--- src/logic/tbc_map.svh ---
`ifndef TBC_MAP_SVH
`define TBC_MAP_SVH
// Register word offsets on the Avalon-MM slave (address bits 5:2).
`define TBC_OFS_CONTROL    4'h0
`define TBC_OFS_COUNT_LOW  4'h1
`define TBC_OFS_COUNT_HIGH 4'h2
`define TBC_OFS_STATUS     4'h3
`define TBC_OFS_MASK       4'h4
`define TBC_OFS_OSC        4'h5
`define TBC_ADDR_W         6
// Control register field positions.
`define TBC_BIT_WIDE       7
`define TBC_BIT_SEL_HI     6
`define TBC_BIT_PS_HI      5
`define TBC_BIT_PS_LO      4
`define TBC_BIT_SEL_LO     3
`define TBC_BIT_SYNC_OFF   2
`define TBC_BIT_CLK_SRC    1
`define TBC_BIT_RUN        0
// Status and mask bit positions.
`define TBC_BIT_OVF        0
`define TBC_BIT_TRIG       1
// Reset values.
`define TBC_RST_CONTROL    8'h00
`define TBC_RST_COUNT      16'h0000
// Internal instruction clock divides the system clock by four.
`define TBC_INSN_DIV       2'h3
// Compare mode code that fires the special-event trigger.
`define TBC_CC_TRIG_MODE   4'hB
`endif

--- src/logic/tbc_pkg.sv ---
package tbc_pkg;
   typedef enum logic [1:0] {TBC_INTERNAL, TBC_EXT_SYNC, TBC_EXT_ASYNC}
      tbc_mode_type;
   typedef enum logic {TBC_ARMED_WAIT, TBC_ARMED} tbc_arm_type;
endpackage

--- src/logic/tbc_edge_detect.sv ---
`timescale 1ns/1ps
// Detects a rising edge of the external count source, optionally through a
// two-flop synchronizer, and only after a falling edge has been seen.
module tbc_edge_detect
   import tbc_pkg::*;
(
   // Clock and reset.
   input  wire logic clk_sys,
   input  wire logic rst,
   // Control.
   input  wire logic enable,
   input  wire logic bypassSync,
   input  wire logic extIn,
   // Result.
   output logic      riseEvent
);
   import tbc_pkg::*;

   typedef struct packed {
      logic        sync1;
      logic        sync2;
      logic        prevLvl;
      tbc_arm_type arm;
   } tbc_edge_state_type;

   tbc_edge_state_type s_q;
   tbc_edge_state_type s_d;
   logic               lvl;

   always_comb
   begin
      s_d = s_q;
      s_d.sync1 = extIn;
      s_d.sync2 = s_q.sync1;
      lvl = bypassSync ? extIn : s_q.sync2;
      s_d.prevLvl = lvl;
      riseEvent = 1'b0;
      if (!enable)
      begin
         s_d.arm = TBC_ARMED_WAIT;
      end
      else
      begin
         unique case (s_q.arm)
            TBC_ARMED_WAIT:
               if (s_q.prevLvl && !lvl)
                  s_d.arm = TBC_ARMED;
            TBC_ARMED:
               riseEvent = !s_q.prevLvl && lvl;
         endcase
      end
   end

   always_ff @(posedge clk_sys or posedge rst)
   begin
      if (rst)
         s_q <= '{1'b0, 1'b0, 1'b0, TBC_ARMED_WAIT};
      else
         s_q <= s_d;
   end
endmodule

--- src/logic/tbc_prescaler.sv ---
`timescale 1ns/1ps
// Divides count ticks by 1, 2, 4 or 8.
module tbc_prescaler
   import tbc_pkg::*;
(
   // Clock and reset.
   input  wire logic       clk_sys,
   input  wire logic       rst,
   // Control.
   input  wire logic [1:0] prescaleSel,
   input  wire logic       clear,
   input  wire logic       tickIn,
   // Result.
   output logic            tickOut
);
   import tbc_pkg::*;

   typedef struct packed {
      logic [2:0] cnt;
   } tbc_ps_state_type;

   tbc_ps_state_type s_q;
   tbc_ps_state_type s_d;
   logic [2:0]       lastVal;

   always_comb
   begin
      s_d = s_q;
      unique case (prescaleSel)
         2'h0: lastVal = 3'h0;
         2'h1: lastVal = 3'h1;
         2'h2: lastVal = 3'h3;
         2'h3: lastVal = 3'h7;
      endcase
      tickOut = tickIn && (s_q.cnt >= lastVal);
      if (clear)
         s_d.cnt = 3'h0;
      else if (tickOut)
         s_d.cnt = 3'h0;
      else if (tickIn)
         s_d.cnt = 3'(s_q.cnt + 3'h1);
   end

   always_ff @(posedge clk_sys or posedge rst)
   begin
      if (rst)
         s_q <= '{cnt: 3'h0};
      else
         s_q <= s_d;
   end
endmodule

--- src/logic/tbc_timer.sv ---
// Local design decisions: the placing of the registers and register access over Avalon-MM.
`timescale 1ns/1ps
`include "tbc_map.svh"
// Notes on behaviour
// - Wide-access bit set makes the count a single 16-bit access.
// - Time-base select bits choose this or the other timer per unit.
// - Prescale field divides input ticks by 1, 2, 4 or 8.
// - External input is synchronized unless the sync-disable bit is set.
// - Internal source ignores the sync-disable bit and counts cycles.
// - External count takes rising edges only after a first falling edge.
// - Internal source increments once per system clock divided by four.
// - Run bit starts and stops the counter.
// - Three modes: internal timer, synced and unsynced external counter.
// - Enabled secondary oscillator forces its pins to inputs reading zero.
// - Wide mode: low-byte read copies live high byte into buffer.
// - Wide mode: high write fills buffer; low write loads both bytes.
// - Only a low-byte write clears the prescaler.
// - Count rolls FFFFh to 0000h and sets the overflow flag.
// - Compare trigger code 1011 from a unit on this timer resets count.
// - A software count write beats a coincident trigger reset.
// - Second unit trigger resets without setting the overflow flag.
module tbc_timer
   import tbc_pkg::*;
(
   // Clock and reset.
   input  wire logic                    clk_sys,
   input  wire logic                    rst,
   // Avalon-MM slave.
   input  wire logic [`TBC_ADDR_W-1:0]  avsAddress,
   input  wire logic                    avsRead,
   input  wire logic                    avsWrite,
   input  wire logic [31:0]             avsWritedata,
   input  wire logic [3:0]              avsByteenable,
   output logic      [31:0]             avsReaddata,
   output logic                         avsWaitrequest,
   // External count sources.
   input  wire logic                    externalCountPin,
   input  wire logic                    secOscInPin,
   // Capture/compare units.
   input  wire logic [3:0]              ccMode1,
   input  wire logic [3:0]              ccMode2,
   input  wire logic                    ccMatch1,
   input  wire logic                    ccMatch2,
   output logic                         ccUnit1UsesThis,
   output logic                         ccUnit2UsesThis,
   // Port pins shared with the oscillator.
   input  wire logic [1:0]              portPinIn,
   output logic      [1:0]              portReadValue,
   output logic      [1:0]              portPinForceInput,
   // Interrupt.
   output logic                         irq
);
   import tbc_pkg::*;

   typedef struct packed {
      logic [7:0]  ctrl;
      logic [15:0] count;
      logic [7:0]  highBuf;
      logic [1:0]  status;
      logic [1:0]  mask;
      logic        oscEn;
      logic [1:0]  insnDiv;
      logic        ack;
      logic [31:0] rdata;
   } tbc_state_type;

   tbc_state_type s_q;
   tbc_state_type s_d;
   tbc_mode_type  mode;
   logic          running;
   logic          extRise;
   logic          rawTick;
   logic          tick;
   logic          psClear;
   logic          access;
   logic          wrLow;
   logic          wrHigh;
   logic          trig1;
   logic          trig2;
   logic [3:0]    wordIdx;
   logic [7:0]    wb;
   logic          commit;
   logic          wrAny;
   logic          rdCommit;
   logic          evOvf;
   logic          evTrig;
   logic [1:0]    evSet;
   logic [7:0]    rdByte;

   // Byte that a read of one register word returns; status shows the
   // events of this cycle as well, so none of them is lost by the clear.
   function automatic logic [7:0] read_byte(input logic [3:0]    idx,
                                            input tbc_state_type st,
                                            input logic [1:0]    ev);
      logic [7:0] r;
      r = 8'h00;
      unique case (idx)
         `TBC_OFS_CONTROL:
            r = st.ctrl;
         `TBC_OFS_COUNT_LOW:
            r = st.count[7:0];
         `TBC_OFS_COUNT_HIGH:
            r = st.ctrl[`TBC_BIT_WIDE] ? st.highBuf
                                       : st.count[15:8];
         `TBC_OFS_STATUS:
            r = {6'h00, st.status | ev};
         `TBC_OFS_MASK:
            r = {6'h00, st.mask};
         `TBC_OFS_OSC:
            r = {7'h00, st.oscEn};
         default:
            r = 8'h00;
      endcase
      return r;
   endfunction

   function automatic logic cc_fires(input logic [3:0] md, input logic hit,
                                     input logic uses);
      return uses && hit && (md == `TBC_CC_TRIG_MODE);
   endfunction

   tbc_edge_detect uEdge (
      .clk_sys    (clk_sys),
      .rst        (rst),
      .enable     (running && mode != TBC_INTERNAL),
      .bypassSync (s_q.ctrl[`TBC_BIT_SYNC_OFF]),
      .extIn      (s_q.oscEn ? secOscInPin : externalCountPin),
      .riseEvent  (extRise)
   );

   tbc_prescaler uPs (
      .clk_sys     (clk_sys),
      .rst         (rst),
      .prescaleSel (s_q.ctrl[`TBC_BIT_PS_HI:`TBC_BIT_PS_LO]),
      .clear       (psClear),
      .tickIn      (rawTick),
      .tickOut     (tick)
   );

   always_comb
   begin
      // Mode decode; the sync bit only matters for the external source.
      if (!s_q.ctrl[`TBC_BIT_CLK_SRC])
         mode = TBC_INTERNAL;
      else if (s_q.ctrl[`TBC_BIT_SYNC_OFF])
         mode = TBC_EXT_ASYNC;
      else
         mode = TBC_EXT_SYNC;
      running = s_q.ctrl[`TBC_BIT_RUN];
      ccUnit1UsesThis = s_q.ctrl[`TBC_BIT_SEL_HI];
      ccUnit2UsesThis = s_q.ctrl[`TBC_BIT_SEL_HI]
                        | s_q.ctrl[`TBC_BIT_SEL_LO];
      if (mode == TBC_INTERNAL)
         rawTick = running && (s_q.insnDiv == `TBC_INSN_DIV);
      else
         rawTick = running && extRise;
      portPinForceInput = {2{s_q.oscEn}};
      portReadValue = s_q.oscEn ? 2'h0 : portPinIn;
      irq = |(s_q.status & s_q.mask);

      // The first cycle of a request prepares the read data and, on a wide
      // low-byte read, copies the high byte; the rest of the access lands at
      // the edge where waitrequest is low.
      access = (avsRead || avsWrite) && !s_q.ack;
      commit = (avsRead || avsWrite) && s_q.ack;
      avsWaitrequest = (avsRead || avsWrite) && !s_q.ack;
      avsReaddata = s_q.rdata;
      wordIdx = avsAddress[`TBC_ADDR_W-1:2];
      wb = avsByteenable[0] ? avsWritedata[7:0] : 8'h00;
      wrAny = commit && avsWrite && avsByteenable[0];
      rdCommit = commit && avsRead;
      wrLow = wrAny && wordIdx == `TBC_OFS_COUNT_LOW;
      wrHigh = wrAny && wordIdx == `TBC_OFS_COUNT_HIGH;
      psClear = wrLow;
      // Unsynchronized mode may miss the reset; it is applied anyway here.
      trig1 = cc_fires(ccMode1, ccMatch1, ccUnit1UsesThis);
      trig2 = cc_fires(ccMode2, ccMatch2, ccUnit2UsesThis);
      // A second-unit trigger swallows a coincident rollover flag.
      evOvf = tick && s_q.count == 16'hFFFF && !trig2;
      evTrig = trig1 || trig2;
      evSet = {evTrig, evOvf};
      rdByte = read_byte(wordIdx, s_q, evSet);

      s_d = s_q;
      s_d.ack = access;
      s_d.insnDiv = running ? 2'(s_q.insnDiv + 2'h1) : s_q.insnDiv;

      if (tick)
      begin
         s_d.count = 16'(s_q.count + 16'h0001);
      end
      if (evTrig)
      begin
         s_d.count = `TBC_RST_COUNT;
      end

      // A status read clears only the bits that it reported, and events of
      // the clearing cycle are set after the clear, so set wins.
      if (rdCommit && wordIdx == `TBC_OFS_STATUS)
      begin
         s_d.status = s_q.status & ~s_q.rdata[1:0];
      end
      s_d.status = s_d.status | evSet;

      // Register writes come after count updates so the write wins.
      if (wrAny)
      begin
         unique case (wordIdx)
            `TBC_OFS_CONTROL: s_d.ctrl = wb;
            `TBC_OFS_MASK:    s_d.mask = wb[1:0];
            `TBC_OFS_OSC:     s_d.oscEn = wb[0];
            default:          ;
         endcase
      end
      if (wrHigh)
      begin
         if (s_q.ctrl[`TBC_BIT_WIDE])
         begin
            s_d.highBuf = wb;
         end
         else
         begin
            s_d.count[15:8] = wb;
            if (evTrig)
               s_d.count[7:0] = s_q.count[7:0];
         end
      end
      if (wrLow)
      begin
         s_d.count[7:0] = wb;
         if (s_q.ctrl[`TBC_BIT_WIDE])
            s_d.count[15:8] = s_q.highBuf;
         else if (evTrig)
            s_d.count[15:8] = s_q.count[15:8];
      end

      // Read data are registered in the first cycle and stand at the edge
      // where the master takes them. The high byte is copied in the same
      // cycle as the low byte is captured, so the pair stays consistent.
      if (access && avsRead)
      begin
         s_d.rdata = {24'h000000, rdByte};
         if (wordIdx == `TBC_OFS_COUNT_LOW && s_q.ctrl[`TBC_BIT_WIDE])
            s_d.highBuf = s_q.count[15:8];
      end
   end

   always_ff @(posedge clk_sys or posedge rst)
   begin
      if (rst)
         s_q <= '{ctrl:    `TBC_RST_CONTROL,
                  count:   `TBC_RST_COUNT,
                  highBuf: 8'h00,
                  status:  2'h0,
                  mask:    2'h0,
                  oscEn:   1'b0,
                  insnDiv: 2'h0,
                  ack:     1'b0,
                  rdata:   32'h00000000};
      else
         s_q <= s_d;
   end
endmodule

--- config.mk ---
export PLATFORM = sky130hd
export DESIGN_NAME = tbc_timer
export DESIGN_NICKNAME = d
export VERILOG_FILES = /design/src/logic/tbc_pkg.sv /design/src/logic/tbc_edge_detect.sv /design/src/logic/tbc_prescaler.sv /design/src/logic/tbc_timer.sv
export VERILOG_INCLUDE_DIRS = /design/src /design/src/logic
export SDC_FILE = /design/constraint.sdc
export NUM_CORES = 1
export LEC_CHECK = 0
export BUFFER_PORTS_ARGS = -buffer_cell sky130_fd_sc_hd__buf_2
export CORE_MARGIN = 5
export CORE_UTILIZATION = 57
export DETAILED_ROUTE_END_ITERATION = 16
export GPL_TIMING_DRIVEN = 1
export PLACE_DENSITY = 0.83
export SLEW_MARGIN = 20
export SYNTH_ARGS = -nofsm -noshare
export SYNTH_HDL_FRONTEND = slang
export SYNTH_SLANG_ARGS = --single-unit
--- constraint.sdc ---
create_clock -name clk_sys -period 3.66 [get_ports clk_sys]
set_input_delay 0.183 -clock clk_sys [delete_from_list [all_inputs] [get_ports clk_sys]]
set_output_delay 0.183 -clock clk_sys [all_outputs]
set_load 0.01 [all_outputs]
==> out/summary.txt, run 1 <==
outcome: complete, no violations
hpwl dp: 6830 um
Peak VDD IR: 0.000200 V
H-tree depth: 2
WL final: 9230 um
total global routing overflow: 0
first-pass GRT wire length: 15500 um
die width: 89.8 um
Final min period: 2.72 ns
total of max-cap violations: 0
most frequent cells in the layout: 55 x dfrtp_1, 47 x nand2_1, 46 x buf_2
final slew viol count: 0
Post-DRT Antenna Nets: 0
DRT Pass-1 Iters: 5
Final Net Count: 505
Slew @ Worst Pin: 0.962 ns
CTS root buffer: clkbuf_8
# setup viols final: 0
reg2reg setup slack: 0.94 ns
core footprint: 0.00628 mm^2
distinct cell type count after synthesis: 66
TritonCTS Buffers: 5
syn_area_per_cell: 8.72 um^2
drt wl/cell: 17.9 um
# placed instances: 508
Synth Area in Simple Gates: 24.7%
effective utilization at floorplan: 57.8%
Post-CTS Setup Bufs: 0
maximum number of pins on one net before global-route repair: 31
Crit path required time: 3.87 ns
R2R cell count: 8
Post-synth ARST share: 100%
RSZ-0062 raised after global routing: no
setup TNS: 0 ns
post-synthesis adder-cell area fraction: 2.07%
FF-to-FF End: s_q[57]
Cell Pwr Density: 382 mW/mm^2
Final Skew: 0.00519 ns
XOR/XNOR share of the synthesized area: 0.241%
FILL cells: 561
number of global-route vias before repair: 3087
Ports: 100
fin crit share: 74.2%
Critical Path End Type: flop
Setup crit start kind: flop
TritonCTS clock tree: yes
Reg-to-Reg Start: s_q[68]
Ant. Diodes: 0
PnR worst setup slack: 0.945 ns
EDFF count, synth: 0
CTS Sinks: 55
Site Rows: 29
critical path peak fanout: 13
hold path cells: 3
PortBufs: 46
Via Count: 3205
Remaining DRCs: 0
Tot Pwr: 1.45 mW
main combinational cell family by area after synthesis: simple AND/OR/NAND/NOR gates
Syn Inst Count: 416
Starting DRT DRC Count: 339
hold_sp: externalCountPin
post-synthesis compound-gate area fraction: 17.9%
final cell count without fillers: 517
layout cells sized above 1: 18.4%
clk_lat worst skew: 0.32 ns
Syn-to-layout area delta: 4.86%
drt via density: 6.20
Post-Syn Area: 0.00363 mm^2
Setup CP Type: flop to flop
most common library cell in the layout ignoring fill and taps: dfrtp_1
DP Worst Slack: 0.986 ns
Die Y: 89.8 um
Final Hold Viols: 0
LEAKAGE: 1.74 nW
Worst EP arrival: 2.93 ns
RD Place Congestion: 0.948
Most used DFF post-synth: dfrtp_1
Rel. slew slack: 35.9%
post-synth top area cell: dfrtp_1
synth warn: 0
Total GRT Usage: 22.9%
total die area: 0.00806 mm^2
initial antenna violation count: 0
sequential-to-total area share from yosys stat: 37.9%
Synth area leaders: dfrtp_1 38%, buf_4 7.4%, nand2_1 4.9%
CTS max path bufs: 2
Hold WC Path Type: input port to flop
multiplexer share of the synthesized area: 6.24%
achievable frequency: 368 MHz
Yosys top cell area share: 37.9%
clock-pin slew on the worst setup and hold paths: 0.11 ns
synthesized flop and latch total: 55
hold endpoint: uEdge.s_d[2]
## how the worst max path moves through the flow
| stage | from | end | slack [ns] |
|---|---|---|---|
| finish | s_q[68] | s_q[57] | 0.94 |
| global route | s_q[68] | s_q[57] | 0.77 |
| CTS | s_q[68] | s_q[57] | 0.95 |
| detailed placement | s_q[68] | s_q[57] | 0.99 |
| global placement | s_q[68] | s_q[57] | 1.06 |
| floorplan | s_q[68] | s_q[55] | 1.43 |
## stage by stage
step	utilization, %	hold slack (ns)	area (um^2)
6_report	60.6	0.138	3800
5_1_grt	60.6	0.158	3800
4_1_cts	60.6	0.146	3800
3_5_place_dp	58.9	0.270	3700
3_3_place_gp	58.9	0.260	3700
2_1_floorplan	-	0.295	3710
## layer usage
layer	GRT usage (%)	wire, um	vias up
met3	3.34	786	8
met5	0	0	-
met4	4.91	87	0
met1	33.0	4030	1530
li1	-	-	1503
met2	36.8	4330	164
## cells in the mapped netlist (3+ instances only)
cell type and count:
nand4b_1 3, dfrtp_1 55, buf_4 36, nand3_1 19, a31oi_1 13, nor2_1 43, nand2_1 47, mux2i_1 8
a221oi_1 7, a21oi_1 19, nand3b_1 5, clkbuf_1 15, mux2_2 13, a32oi_1 4, o21ai_0 22, nor4_1 6
inv_1 7, and3_1 5, nand4_1 8, nor3_1 5, a211o_1 4, o211ai_1 4, ha_1 6, or2_2 3
a21o_1 4, nor2b_1 5
## cell families after synthesis
logic type      Yosys count
mux                      21
buf+inv                  64
compound gates           97
other cells               1
flops                    55
simple gates            171
xor+xnor                  1
fa+ha+maj                 6
## worst max-delay path: stages (launching register included)
cell and delay, ns:
dfrtp_1 0.42, or2_2 0.31, ha_1 0.28, nor2b_1 0.04, o21ai_1 0.40, o21a_1 0.48
nand4_1 0.18, a21o_1 0.21, a211o_1 0.29
## area by class of cell
class | count | area (um^2) | share of cell area, %
Multi-Input combinational cell | 320 | 1950 | 51.1
Sequential cell | 55 | 1380 | 36.2
Timing Repair Buffer | 50 | 263 | 6.91
Tap cell | 77 | 96.3 | 2.53
Clock buffer | 5 | 68.8 | 1.81
Clock inverter | 3 | 28.8 | 0.756
Inverter | 7 | 26.3 | 0.691
## report_power, final
part	switching, mW	internal [mW]
registers	0.106	0.691
clock network	0.227	0.143
logic	0.161	0.126
## what timing repair did
item,in CTS,in global routing
hold endpoints to repair,25,0
gates resized for setup,0,0
hold buffers,1,0
## registers in the layout (all words and copies together), names as in the netlist
name and count:
ccUnit1UsesThis 1, portPinForceInput 1, uPs.s_q 3, running 1, uEdge.s_q 3, uEdge.s_d 1, s_q 37, avsReaddata 8
Power figures use the tool's default switching activity.
==> run 2: changes to the inputs <==
- CORE_UTILIZATION: 57 -> 48
- PLACE_DENSITY: 0.83 -> 0.74
- clock period: 3.66 -> 2.39 ns (I/O delays scaled with it)
==> run 2 against run 1 <==
Against the previous run: cell count increased by 7.4%; the run now ends with hold timing left; wire length is 6.4% higher; total power increased by 56%; combinational power rose by 73%; critical path depth increased by 1; die area up 17%; global-route usage shrank 2.6 points; non-clock buffer count up 16; register-to-register slack got worse by 0.77 ns; highest routed layer unchanged.
==> out/summary.txt, run 2 (synthesized netlist as in run 1, its figures left out) <==
TritonCTS Buffers: 5
RSZ-0062 raised after global routing: no
maximum number of pins on one net before global-route repair: 56
FILL cells: 686
clk_lat worst skew: 0.32 ns
Sw Share: 33.9%
Hold WC Path Type: input port to async pin
total global routing overflow: 0
clock-pin slew on the worst setup and hold paths: 0.11 ns
WL final: 9820 um
Logic pwr share: 21.9%
setup TNS: 0 ns
PnR worst setup slack: 0.174 ns
TritonCTS clock tree: yes
final slew viol count: 0
CTS max path bufs: 2
CTS Sinks: 55
DRT Pass-1 Iters: 5
DP Worst Slack: 0.114 ns
Post-DRT Antenna Nets: 0
Ant. Diodes: 0
P_sw: 0.768 mW
Site Rows: 31
Total GRT Usage: 20.3%
PortBufs: 46
most common library cell in the layout ignoring fill and taps: dfrtp_1
Final Skew: 0.0147 ns
drt via density: 6.05
Worst EP arrival: 2.47 ns
hpwl dp: 7230 um
Critical Path End Type: flop
Reg-to-Reg Start: s_q[68]
Final min period: 2.22 ns
Cell Int Power: 1.50 mW
failing checks: hold timing
Final Net Count: 521
Ports: 100
layout cells sized above 1: 21.7%
Clock power frac: 24.8%
initial antenna violation count: 0
outcome: complete, but fails checks
Crit path required time: 2.64 ns
critical path peak fanout: 5
CTS root buffer: clkbuf_8
total die area: 0.00940 mm^2
register share of total power: 53.3%
# setup viols final: 0
Peak VDD IR: 0.000240 V
Setup crit start kind: flop
Remaining DRCs: 0
Die Y: 96.9 um
most frequent cells in the layout: 55 x dfrtp_1, 47 x nand2_1, 46 x buf_2
Setup CP Type: flop to flop
Cell Pwr Density: 573 mW/mm^2
Top reg by flops: s_q
effective utilization at floorplan: 49.8%
crit path from: s_q[68]
number of global-route vias before repair: 3150
drt wl/cell: 17.7 um
LEAKAGE: 1.82 nW
multi-input gate area in the final layout: 0.00195 mm^2
first-pass GRT wire length: 15700 um
WHS: -0.0248 ns
die width: 96.9 um
fin crit share: 92.7%
max reg flops: 37
RD Place Congestion: 0.930
achievable frequency: 451 MHz
Final Hold Viols: 48
total of max-cap violations: 0
Via Count: 3359
Slew @ Worst Pin: 0.767 ns
Sequential Area: 0.00138 mm^2
Starting DRT DRC Count: 379
Post-CTS Setup Bufs: 0
R2R cell count: 9
Rel. slew slack: 48.4%
core footprint: 0.00729 mm^2
H-tree depth: 2
Syn-to-layout area delta: 8.93%
==> run 2: final cells by class <==
| cell class | instances | share of cell area (%) |
|---|---|---|
| Clock buffer | 5 | 1.74 |
| Sequential cell | 55 | 34.8 |
| Inverter | 7 | 0.665 |
| Multi-Input combinational cell | 320 | 49.3 |
| Tap cell | 99 | 3.13 |
| Clock inverter | 3 | 0.696 |
| Timing Repair Buffer | 66 | 9.62 |
==> run 2: path summary, 6_finish.rpt <==
kind	slack (ns)	end
worst max register to register	0.17	s_q[63]
min in group clk_sys	0.08	s_q[32]
max in group asynchronous	1.94	s_q[52]
worst max-delay path	0.17	s_q[63]
worst min register to register	0.36	uEdge.s_q[2]
worst min-delay path	-0.02	uEdge.s_q[2]
==> run 2: timing repair <==
item,in CTS,in global routing
setup endpoints to repair,0,6
resized for setup,0,1
hold buffers,0,0
==> run 2: power groups by stage <==
stage | clock, mW | combinational [mW] | sequential (mW)
5_1_grt | 0.613 | 0.550 | 1.22
3_5_place_dp | 0 | 0.488 | 1.22
2_1_floorplan | 0 | 0.385 | 1.17
6_report | 0.561 | 0.496 | 1.21
3_3_place_gp | 0 | 0.468 | 1.21
4_1_cts | 0.569 | 0.491 | 1.20
==> run 2: layer usage <==
metal	track usage (%)	vias to the layer above	part of all wire (%)
met5	0	-	0
met4	8.64	0	3.5
met3	3.81	26	10
met2	30.4	209	44
met1	28.8	1583	42
li1	-	1541	-
==> run 2: critical path, cell delays in order (launching register included) <==
cell and delay, ns:
dfrtp_1 0.38, or2_2 0.29, ha_1 0.27, nor2b_1 0.05, o21ai_2 0.22, o21a_1 0.26, buf_4 0.17, and3_1 0.21
a41oi_1 0.13, o211ai_1 0.17
==> run 2: stage by stage <==
step / instance area, um^2 / hold slack [ns] / std cells / utilization, % / total power, mW
after CTS: 3950 / 0.0101 / 555 / 54.2 / 2.26
after global routing: 3950 / 0.0601 / 555 / 54.2 / 2.39
after global placement: 3850 / 0.338 / 547 / 52.8 / 1.68
after floorplan: 3710 / 0.231 / 439 / - / 1.55
after detailed placement: 3850 / 0.338 / 547 / 52.8 / 1.71
final: 3950 / -0.0248 / 555 / 54.2 / 2.26
==> run 3: changes to the inputs <==
- clock period: 2.39 -> 1.9 ns (I/O delays scaled with it)
==> run 3 against run 2 <==
Against the previous run: the flow finishes with violations (setup timing); global-route usage grew 2.1 points; count of clock-buffer cells in the layout is the same; non-clock buffer count grew 52; core utilization grew 9.0 points; maximum frequency grew 7.8%; critical endpoint is now s_q[55]; critical path depth shrank 1; wire length grew 12%; sequential power grew 23%; worst setup slack lost 0.33 ns; clock power grew 28%; first-iteration DRC count shrank 16%.
==> out/summary.txt, run 3 (synthesized netlist as in run 1, its figures left out) <==
outcome: complete, but fails checks
failing checks: setup timing
hpwl dp: 8110 um
effective utilization at floorplan: 49.8%
R2R cell count: 8
# placed instances: 595
worst path cell trace: or2_4, ha_4, nor2b_2, o21ai_4, o21a_4, nand4_1, or3_1, o211ai_1
LEAKAGE: 2.12 nW
reg2reg setup slack: -0.16 ns
Final Skew: 0.00887 ns
Final Net Count: 573
drt via density: 5.93
Reg-to-Reg Start: s_q[68]
H-tree depth: 2
hold_sp: avsWritedata[4]
Final Hold Viols: 0
total of max-cap violations: 0
final slew viol count: 0
FF-to-FF End: s_q[55]
critical path depth: 8
Slew @ Worst Pin: 0.620 ns
Final min period: 2.06 ns
Setup crit start kind: flop
Ports: 100
number of global-route vias before repair: 3614
hold endpoint: s_q[52]
maximum number of pins on one net before global-route repair: 26
WL final: 11000 um
Ant. Diodes: 0
Peak VDD IR: 0.000408 V
max reg flops: 37
TritonCTS Buffers: 5
DP Worst Slack: -0.222 ns
achievable frequency: 486 MHz
total die area: 0.00940 mm^2
Syn-to-layout area delta: 27.0%
drt wl/cell: 18.1 um
core footprint: 0.00729 mm^2
PortBufs: 46
first-pass GRT wire length: 17600 um
most frequent cells in the layout: 65 x buf_4, 55 x dfrtp_1, 46 x buf_2
FILL cells: 632
layout cells sized above 1: 35.6%
most common library cell in the layout ignoring fill and taps: buf_4
Post-DRT Antenna Nets: 0
Rel. slew slack: 58.5%
clock-pin slew on the worst setup and hold paths: 0.11 ns
Critical Path End Type: flop
DRT Pass-1 Iters: 5
Die Y: 96.9 um
Top reg by flops: s_q
Crit path required time: 2.14 ns
Starting DRT DRC Count: 318
critical path peak fanout: 7
final cell count without fillers: 607
CTS max path bufs: 2
slowest stage cell, crit path: dfrtp_1
PnR worst setup slack: -0.156 ns
fin crit share: 108%
Cell Pwr Density: 672 mW/mm^2
RD Place Congestion: 0.990
Total GRT Usage: 22.4%
hold path cells: 3
CP max stage delay: 0.40 ns
Sequential Area: 0.00138 mm^2
family with the most delay on the worst path: simple AND/OR/NAND/NOR gates
CTS Sinks: 55
multi-input gate area in the final layout: 0.00218 mm^2
WHS: 0.0696 ns
setup TNS: -1.13 ns
Setup CP Type: flop to flop
Site Rows: 31
initial antenna violation count: 0
clk_lat worst skew: 0.32 ns
# setup viols final: 14
Remaining DRCs: 0
TritonCTS clock tree: yes
RSZ-0062 raised after global routing: yes
CP bufs+invs: 0
CTS root buffer: clkbuf_8
Via Count: 3597
die width: 96.9 um
total global routing overflow: 0
Hold WC Path Type: input port to flop
Worst EP arrival: 2.29 ns
run 3: cell count changes in the layout (fill, tap and decap cells not counted), moves of 3 or more:
cell,previous run,this run
buf_4,20,65
o21ai_0,22,12
o21ai_1,0,7
buf_6,0,5
nor2_1,43,38
nand2_1,47,44
nand2_2,0,3
nor2_4,0,3
nor4_1,6,3
run 3: cell type report:
class                      count  area share (%)
clock buffer                   5            1.49
sequential                    55            29.9
timing repair buffer         118            17.5
clock inverter                 3           0.597
tap                           99            2.69
multi-input combinational    320            47.3
inverter                       7           0.570
run 3: worst register-to-register path, delay by kind of cell (launching register included):
family	cells	cell delay [ns]
AO/OA/AOI/OAI	3	0.54
adder cells (fa/ha/maj)	1	0.27
flip-flops	1	0.40
AND/OR/NAND/NOR	4	0.76
run 3: routing by layer:
metal  vias up  routed length, um  track usage [%]
li1       1640                  -                -
met2       221               5070             37.0
met5         -                  0                0
met4         0                365             9.07
met1      1706               4410             28.6
met3        30               1140             4.68
run 3: power by group:
part	total (mW)	switching, mW	internal [mW]
sequential	1.49	0.161	1.33
clock	0.716	0.444	0.272
combinational	0.886	0.467	0.420
run 3: how the worst max path moves through the flow:
stage,from,to,slack [ns]
6_report,s_q[68],s_q[55],-0.16
5_1_grt,s_q[69],s_q[56],-0.25
4_1_cts,s_q[68],s_q[56],-0.14
3_5_place_dp,s_q[69],s_q[55],-0.22
3_3_place_gp,avsAddress[3],s_q[53],-0.23
2_1_floorplan,s_q[68],s_q[55],-0.19
run 3: repair_timing:
action / in CTS / in global routing
hold buffers: 1 / 0
setup buffers: 2 / 3
resized for setup: 27 / 28
endpoints found under the setup margin: 18 / 22
pin swaps: 16 / 13
hold endpoints to repair: 23 / 0
run 3: per-stage QoR:
step                      power [mW]  cell area (um^2)  utilization, %
after CTS                       3.02              4450            61.0
after detailed placement        2.29              4240            58.2
after global placement          2.25              4240            58.2
after global routing            3.23              4610            63.2
after floorplan                 1.97              3740               -
final                           3.10              4610            63.2
